==> src/inc/ccfg_pkg.sv <==
// package of constants for the core cache configuration register
package ccfg_pkg;
	// register width
	localparam int unsigned DATA_W = 32;
	// field positions, counted from the lsb (big-endian bit n sits at 31-n)
	localparam int unsigned POS_WLINE = 25; // load word as line, big-endian bit 6
	localparam int unsigned POS_LNA  = 24;  // load no allocate, bit 7
	localparam int unsigned POS_SNA  = 23;  // store no allocate, bit 8
	localparam int unsigned POS_DPH  = 22;  // data bus priority hi, bit 9
	localparam int unsigned POS_FPR  = 20;  // fetch bus priority lsb, bits 10:11
	localparam int unsigned POS_AUX  = 17;  // aux exception enable, bit 14
	localparam int unsigned POS_LDV  = 16;  // load debug visible, bit 15
	localparam int unsigned POS_PFCA = 11;  // prefetch cachable, bit 20
	localparam int unsigned POS_PFN  = 10;  // prefetch noncachable, bit 21
	localparam int unsigned POS_NCSZ = 9;   // noncachable request size, bit 22
	localparam int unsigned POS_FNA  = 8;   // fetch no allocate, bit 23
	localparam int unsigned POS_DIS  = 4;   // debug info select, bit 27
	localparam int unsigned POS_DWS  = 0;   // debug way select, bit 31
	// writable bits; every reserved position is zero here
	localparam logic [31:0] WR_MASK  = 32'h03f3_0f11;
	// reset value of the register
	localparam logic [31:0] RST_VAL  = 32'h0000_0000;
	// line and request sizes in words
	localparam logic [3:0]  LINE_WORDS  = 4'h8;
	localparam logic [3:0]  SHORT_WORDS = 4'h4;
	localparam logic [3:0]  ONE_WORD    = 4'h1;
endpackage : ccfg_pkg

==> src/rtl/ccfg_store.sv <==
`timescale 1ns/1ns
// register storage with write mask, reserved bits held at zero
module ccfg_store #(
	parameter int unsigned        W    = 32,
	parameter logic [W-1:0]       MASK = '1,
	parameter logic [W-1:0]       RST  = '0
) (
	input  wire logic             clk_sys_i,
	input  wire logic             nrst_i,
	input  wire logic             we_i,
	input  wire logic [W-1:0]     wdata_i,
	output logic      [W-1:0]     rdata_o
);
	// stored word
	typedef struct packed {
		logic [W-1:0] val;
	} ccfg_store_t;

	ccfg_store_t st_q;   // registered state
	ccfg_store_t st_d;   // next state

	// next value: masked write, reserved bits forced to zero
	always_comb
	begin
		st_d = st_q;
		if (we_i)
		begin
			st_d.val = wdata_i & MASK;
		end
	end

	// state register
	always_ff @(posedge clk_sys_i or negedge nrst_i)
	begin
		if (!nrst_i)
			st_q <= '{val: RST};
		else
			st_q <= st_d;
	end

	assign rdata_o = st_q.val;
endmodule // ccfg_store

==> src/rtl/ccfg_core.sv <==
`timescale 1ns/1ns
// core cache configuration register and the controls it drives
module ccfg_core (
	input  wire logic        clk_sys_i,
	input  wire logic        nrst_i,
	// special-purpose register move port
	input  wire logic        spr_we_i,           // write strobe, one cycle
	input  wire logic [31:0] spr_wdata_i,        // move-to data
	output logic      [31:0] spr_rdata_o,        // move-from data
	// data cache unit request qualifiers
	input  wire logic        dc_load_miss_i,     // load misses the cache
	input  wire logic        dc_load_nc_i,       // noncachable load
	input  wire logic        dc_store_miss_i,    // store misses the cache
	input  wire logic        dc_prio_lo_i,       // dynamic low priority bit
	output logic             dc_load_fill_o,     // load miss fills a line
	output logic [3:0]       dc_load_words_o,    // words moved into fill buffer
	output logic             dc_store_fill_o,    // store miss fills a line
	output logic [1:0]       dc_bus_prio_o,      // data bus request priority
	output logic             aux_exc_en_o,       // auxiliary exception gate
	output logic             mem_load_visible_o, // load data shown on memory port
	// instruction cache unit controls
	input  wire logic        ic_miss_i,          // fetch misses the cache
	input  wire logic        ic_region_nc_i,     // fetch region noncachable
	output logic             ic_fill_o,          // fetch miss fills a line
	output logic             ic_prefetch_en_o,   // prefetch allowed for region
	output logic [3:0]       ic_nc_words_o,      // noncachable request size
	output logic [1:0]       ic_bus_prio_o,      // instruction bus priority
	// cache debug read
	input  wire logic [2:0]  dbg_word_i,         // address bits 27:29
	input  wire logic [31:0] dbg_a_data_i,       // way a word at dbg_word_i
	input  wire logic [31:0] dbg_b_data_i,       // way b word at dbg_word_i
	input  wire logic [31:0] dbg_a_tag_i,        // way a tag word
	input  wire logic [31:0] dbg_b_tag_i,        // way b tag word
	output logic             dbg_tag_sel_o,      // 1 tag, 0 data
	output logic             dbg_way_b_o,        // 1 way b, 0 way a
	output logic [2:0]       dbg_word_o,         // word index sent to the arrays
	output logic [31:0]      dbg_rdata_o         // registered debug result
);
	// debug result is the only local state
	typedef struct packed {
		logic [31:0] dbg;
	} ccfg_core_t;

	ccfg_core_t  st_q;   // registered state
	ccfg_core_t  st_d;   // next state
	logic [31:0] cfg;    // register contents

	// a miss fills a line unless its no-allocate bit is set
	function automatic logic miss_fills(
		input logic miss,
		input logic no_alloc
	);
		return miss && !no_alloc;
	endfunction

	// register storage, written directly at any time
	// no write sequencing
	ccfg_store #(
		.W    (ccfg_pkg::DATA_W),
		.MASK (ccfg_pkg::WR_MASK),
		.RST  (ccfg_pkg::RST_VAL)
	) ccfg_store_i (
		.clk_sys_i (clk_sys_i),
		.nrst_i    (nrst_i),
		.we_i      (spr_we_i),
		.wdata_i   (spr_wdata_i),
		.rdata_o   (cfg)
	);

	assign spr_rdata_o = cfg;

	// data side decode
	always_comb
	begin
		if (cfg[ccfg_pkg::POS_WLINE] && (dc_load_miss_i || dc_load_nc_i))
			dc_load_words_o = ccfg_pkg::LINE_WORDS;
		else
			dc_load_words_o = ccfg_pkg::ONE_WORD;
		dc_load_fill_o = miss_fills(dc_load_miss_i, cfg[ccfg_pkg::POS_LNA]);
		dc_store_fill_o = miss_fills(dc_store_miss_i, cfg[ccfg_pkg::POS_SNA]);
		dc_bus_prio_o = {cfg[ccfg_pkg::POS_DPH], dc_prio_lo_i};
		aux_exc_en_o = cfg[ccfg_pkg::POS_AUX];
		mem_load_visible_o = cfg[ccfg_pkg::POS_LDV];
	end

	// instruction side decode
	always_comb
	begin
		ic_bus_prio_o = cfg[ccfg_pkg::POS_FPR +: 2];
		ic_prefetch_en_o = ic_region_nc_i ? cfg[ccfg_pkg::POS_PFN] : cfg[ccfg_pkg::POS_PFCA];
		ic_nc_words_o = cfg[ccfg_pkg::POS_NCSZ] ? ccfg_pkg::LINE_WORDS : ccfg_pkg::SHORT_WORDS;
		ic_fill_o = miss_fills(ic_miss_i, cfg[ccfg_pkg::POS_FNA]);
	end

	// debug selects
	// info and way
	assign dbg_tag_sel_o = cfg[ccfg_pkg::POS_DIS];
	assign dbg_way_b_o   = cfg[ccfg_pkg::POS_DWS];
	assign dbg_word_o    = dbg_word_i;

	// debug result mux, registered
	always_comb
	begin
		st_d = st_q;
		case ({dbg_tag_sel_o, dbg_way_b_o})
			2'h0:    st_d.dbg = dbg_a_data_i;  // data, way a
			2'h1:    st_d.dbg = dbg_b_data_i;  // data, way b
			2'h2:    st_d.dbg = dbg_a_tag_i;   // tag, way a
			default: st_d.dbg = dbg_b_tag_i;   // tag, way b
		endcase
	end

	// state register
	always_ff @(posedge clk_sys_i or negedge nrst_i)
	begin
		if (!nrst_i)
			st_q <= '0;
		else
			st_q <= st_d;
	end

	assign dbg_rdata_o = st_q.dbg;
endmodule // ccfg_core

==> config.mk <==
export PLATFORM = sky130hd
export DESIGN_NAME = ccfg_core
export DESIGN_NICKNAME = d
export VERILOG_FILES = /design/src/inc/ccfg_pkg.sv /design/src/rtl/ccfg_store.sv /design/src/rtl/ccfg_core.sv
export SDC_FILE = /design/constraint.sdc
export NUM_CORES = 1
export LEC_CHECK = 0
export BUFFER_PORTS_ARGS = -buffer_cell sky130_fd_sc_hd__buf_2
export CAP_MARGIN = 20
export CORE_AREA = 2 2 100 102
export CTS_BUF_LIST = sky130_fd_sc_hd__clkbuf_16
export DETAILED_ROUTE_END_ITERATION = 12
export DIE_AREA = 0 0 102 104
export GPL_TIMING_DRIVEN = 0
export PLACE_DENSITY = 0.65
export SLEW_MARGIN = 0
export SYNTH_ARGS = -nofsm -noshare
export SYNTH_HDL_FRONTEND = slang
export SYNTH_SLANG_ARGS = --single-unit
==> constraint.sdc <==
create_clock -name clk_sys_i -period 1.5 [get_ports clk_sys_i]
set_input_delay 0.3 -clock clk_sys_i [delete_from_list [all_inputs] [get_ports clk_sys_i]]
set_output_delay 0.3 -clock clk_sys_i [all_outputs]
set_load 0.05 [all_outputs]
==> results.yml, run 1 <==
run:
  drv_cap: 0
synth:
  yosysMostFrequentCell: "dfrtp_1"
  synthArstFlopShare_pct: 100.0
  postSynthCellCount: 143
  synth_common_cells: "dfrtp_1, buf_4, mux4_2"
  yosysWarnings: 0
  seq_area_frac_synth_pct: 47.13
  ys_ff_latch: 46
  synth_edf_count: 0
  avgSynthCellArea_um2: 17.08
  yosys.area.top_type: "dfrtp_1"
  ys_types: 13
  yosys_most_used_dff: "dfrtp_1"
  synth.area.top_cells: "dfrtp_1, mux4_2, buf_4"
  syn_area_um2: 2442
  synth_top_area_share_pct: 47.13
routing:
  wirelength_um: 7366
  num_vias: 2145
  drt_iter0_markers: 50
  avgRoutedWirePerCell_um: 14.14
  drt-vias-per-instance: 4.117
  post-route-drc-count: 0
  firstDrtPassIters: 4
  drtAntennaViolNets: 0
place:
  dpl_cell_area_um2: 3769
  hpwl_um: 6227
  place.port_buffers: 214
  gp_congestion: 0.7294
clock_tree:
  clk_pin_slew_ns: 0.07
  cts_resized: 0
  cts-root-buf: "clkbuf_16"
  postCtsSetupBuffers: 0
  cts_made_buffers: 5
  htree_levels: 2
  clockBufferDepth: 2
  cts_tree: "built"
  holdBufCountCts: 0
  clk-insertion-delay-late_ns: 0.28
  cts.sinks: 46
cells_and_area:
  fillers: 943
  final_cell_area_um2: 3938
  regArea_um2: 1154
  fin_nets: 558
  drive_gt1_share_pct: 81.40
  multi_input_area_um2: 1022
  area_delta_synth_final_pct: 61.22
sta:
  setup_viol: 0
  finalSetupTns_ns: 0
  rsz0062_at_grt: "false"
  finalMaxSlewViolations: 0
  hold_violations: 19
  period_share_pct: 95.25
  finalClockSkew_ns: 0.003341
  period_needed_ns: 1.429
  hold_ws_ns: -0.02766
  fmax_mhz: 699.9
pwr:
  vdd_drop_max_v: 0.0004889
  p_leak_uw: 0.002054
  power.density_nw_per_um2: 1126
global_route:
  grt_pass1_wl_um: 10760
  grt_max_degree: 47
  track_usage_pct: 13.20
  grt_pass1_vias: 2209
  gr-total-overflow: 0
  antenna_found_initial: 1
die:
  core_region_area_um2: 9549
  io_pins: 259
  start_util_pct: 25.58
  die_h_um: 104
  fp.dieW_um: 102
  num_rows: 36
  die_area_um2: 10610
outcome:
  status: "finished, violations left"
  violations: "hold timing"
setup_path:
  cp.arrival_ns: 1.13
  r2r_slack_ns: 0.12
  required_ns: 1.20
  crit_path_start_kind: "register"
  crit_path_max_fanout: 3
  crit_chain: "mux2_2, buf_2"
  endpoint_kind: "primary output"
  cpPeakStageDelay_ns: 0.38
  critPathKind: "register to primary output"
  crit_slowest_cell: "dfrtp_1"
hold_path:
  hold_class: "primary input to asynchronous set/reset pin"
[area by class of cell]
type,count,area share (%)
clock buffer,5,3.178
sequential,46,29.30
clock inverter,3,0.5402
tap,133,4.226
timing repair buffer,215,27.71
inverter,1,0.09533
antenna,1,0.06355
buffer,43,8.929
multi-input combinational,74,25.96
[layer usage]
metal / part of all wire [%] / vias up / GRT usage (%)
li1: - / 970 / -
met2: 52 / 149 / 24.58
met1: 36 / 1022 / 14.18
met4: 0.92 / 0 / 3.429
met5: 0 / - / 0
met3: 11 / 4 / 4.032
[power breakdown]
| part | switching [uW] | internal [uW] |
|---|---|---|
| sequential | 62.3 | 1410 |
| clock | 466 | 617 |
| combinational | 1240 | 643 |
| total | 1770 | 2670 |
[cell families after synthesis]
group                  share of synthesized area, %
AOI/OAI and AO/OA                            0.5122
DFF                                           47.13
and+or+nand+nor                              0.7685
buffers and inverters                         14.55
other                                        0.1535
muxes                                         36.89
[flip-flops by register name, summed over array words and instances, names as in the netlist]
register and count:
dbg_rdata_o 32, ccfg_store_i.rdata_o 14
[worst paths after layout]
kind | from | endpoint | cells after the start
worst max-delay path | ccfg_store_i.rdata_o[10]$_DFFE_PN0P_ | ic_prefetch_en_o | 2
worst min-delay path | nrst_i | dbg_rdata_o[4]$_DFF_PN0_ | 1
worst max register to register | ccfg_store_i.rdata_o[0]$_DFFE_PN0P_ | dbg_rdata_o[0]$_DFF_PN0_ | 3
worst min register to register | ccfg_store_i.rdata_o[10]$_DFFE_PN0P_ | ccfg_store_i.rdata_o[10]$_DFFE_PN0P_ | 1
max in group asynchronous | nrst_i | ccfg_store_i.rdata_o[0]$_DFFE_PN0P_ | 2
min in group clk_sys_i | spr_wdata_i[17] | ccfg_store_i.rdata_o[17]$_DFFE_PN0P_ | 2
[critical path, delay by kind of cell, from the launching register on]
family | cells | cell delay, ns
DFF | 1 | 0.38
muxes | 1 | 0.26
buffers and inverters | 1 | 0.21
[per-stage QoR]
step	total power, uW	utilization (%)	std cells	setup slack [ns]	hold slack [ns]
3_3_place_gp	3360	39.47	511	0.09867	0.5063
5_1_grt	4649	41.21	520	0.02112	0.004101
4_1_cts	4509	41.00	519	0.05872	0.2333
3_5_place_dp	3387	39.47	511	0.09129	0.5222
6_report	4435	41.23	521	0.07132	-0.02766
2_1_floorplan	2865	-	164	0.03182	0.004409
[cells in the final DEF, fill, tap and decap left out]
master / count
clkbuf_16: 5
inv_1: 1
buf_4: 34
clkinv_2: 1
diode_2: 1
o21a_1: 1
clkinv_4: 1
mux2_2: 15
conb_1: 22
clkinvlp_4: 1
buf_2: 219
mux4_2: 29
buf_6: 1
buf_12: 4
mux4_1: 3
o21ai_1: 1
dfrtp_2: 2
dfrtp_1: 44
nor2b_2: 3
Power figures use the tool's default switching activity.
==> inputs of run 2 (changes only) <==
==> constraint.sdc (replaced) <==
create_clock -name clk_sys_i -period 1.5 [get_ports clk_sys_i]
set_input_delay 0 -clock clk_sys_i [delete_from_list [all_inputs] [get_ports clk_sys_i]]
set_output_delay 0 -clock clk_sys_i [all_outputs]
set_load 0.05 [all_outputs]
==> results.yml, run 2 (synthesized netlist as in run 1, its figures left out) <==
cells_and_area:
  layout_common_cells: "buf_2, dfrtp_1, buf_4"
  layout_commonest_cell: "buf_2"
  drive_gt1_share_pct: 77.61
  fin_nets: 573
  largest_reg_flops: 32
  area_delta_synth_final_pct: 67.93
  post-route-util_pct: 42.95
place:
  place.port_buffers: 214
  hpwl_um: 6163
  pre_cts_ws_ns: 0.06211
  gp_congestion: 0.7141
sta:
  worst_pin_slew_ns: 0.5082
  finalSetupTns_ns: 0
  hold_violations: 0
  fin_ws_ns: 0.1157
  fmax_mhz: 722.4
  period_share_pct: 92.29
  rsz0062_at_grt: "false"
  period_needed_ns: 1.384
  relSlewSlack_pct: 66.12
  setup_viol: 0
  finalClockSkew_ns: 0.003040
  finalMaxSlewViolations: 0
setup_path:
  crit_path_max_fanout: 10
  cpPeakStageDelay_ns: 0.38
  crit_path_start_kind: "register"
  endpoint_kind: "register"
  cp_num_buf_inv: 2
  crit_slowest_cell: "dfrtp_2"
  crit_top_cell: "buf_2"
  cp.arrival_ns: 1.53
  required_ns: 1.65
  critPathKind: "register to register"
  crit_chain: "buf_2, buf_2, mux4_2"
  cp_top_family: "buffers and inverters"
global_route:
  track_usage_pct: 13.60
  gr-total-overflow: 0
  grt_pass1_wl_um: 10940
  antenna_found_initial: 2
  grt_max_degree: 47
  grt_pass1_vias: 2281
clock_tree:
  postCtsSetupBuffers: 0
  cts.sinks: 46
  cts_tree: "built"
  cts-root-buf: "clkbuf_16"
  clockBufferDepth: 2
  htree_levels: 2
  holdBufCountCts: 15
  clk_pin_slew_ns: 0.06
  cts_made_buffers: 5
  clk-insertion-delay-late_ns: 0.28
  cts_resized: 0
routing:
  avgRoutedWirePerCell_um: 14.16
  drt_iter0_markers: 48
  wirelength_um: 7603
  drt-vias-per-instance: 4.076
  num_vias: 2189
  drtAntennaViolNets: 0
  firstDrtPassIters: 4
  post-route-drc-count: 0
pwr:
  power.density_nw_per_um2: 1122
  vdd_drop_max_v: 0.0004679
  fin_total_pwr_uw: 4601
  p_leak_uw: 0.002128
die:
  num_rows: 36
  die_h_um: 104
  die_area_um2: 10610
  core_region_area_um2: 9549
  io_pins: 259
  fp.dieW_um: 102
  start_util_pct: 25.58
outcome:
  status: "finished clean"
hold_path:
  hold_class: "primary input to register"
run:
  drv_cap: 0
[run 2: path summary, 6_finish.rpt]
path                       cells after the start  slack [ns]                                    to                                 start
min reg2reg                                    1        0.53  ccfg_store_i.rdata_o[20]$_DFFE_PN0P_  ccfg_store_i.rdata_o[20]$_DFFE_PN0P_
min in group asynchronous                      2        0.24              dbg_rdata_o[7]$_DFF_PN0_                                nrst_i
max                                            3        0.12             dbg_rdata_o[25]$_DFF_PN0_   ccfg_store_i.rdata_o[4]$_DFFE_PN0P_
min                                            2        0.03             dbg_rdata_o[30]$_DFF_PN0_                       dbg_b_tag_i[30]
max reg2reg                                    3        0.12             dbg_rdata_o[25]$_DFF_PN0_   ccfg_store_i.rdata_o[4]$_DFFE_PN0P_
max in group asynchronous                      3        0.75             dbg_rdata_o[22]$_DFF_PN0_                                nrst_i
[run 2: final cells by class]
cell class              instances  area (um^2)
clock inverters                 3        40.04
multi-input cells              74         1015
repair buffers                230         1241
inverters                       1        3.754
flip-flops and latches         46         1154
clock buffers                   5        125.1
fillers                       893         5448
plain buffers                  43        351.6
diodes                          2        5.005
well taps                     133        166.4
[run 2: through the flow]
step	std cells	hold slack, ns	area (um^2)
after floorplan	164	-0.2956	2524
after global placement	511	0.2328	3761
after detailed placement	511	0.2364	3761
after CTS	534	0.02035	4076
after global routing	535	0.02094	4096
final	537	0.02886	4101
[run 2: routing by layer]
metal | vias up | track usage (%) | wire length (um)
met5 | - | 0 | 0
met3 | 2 | 3.763 | 767
met4 | 0 | 3.333 | 48
met2 | 144 | 26.97 | 4158
met1 | 1042 | 13.42 | 2629
li1 | 1001 | - | -
[run 2: power by group]
part	internal (uW)	total, uW	switching [uW]
combinational	666	1910	1250
sequential	1410	1470	58.8
clock	779	1220	442
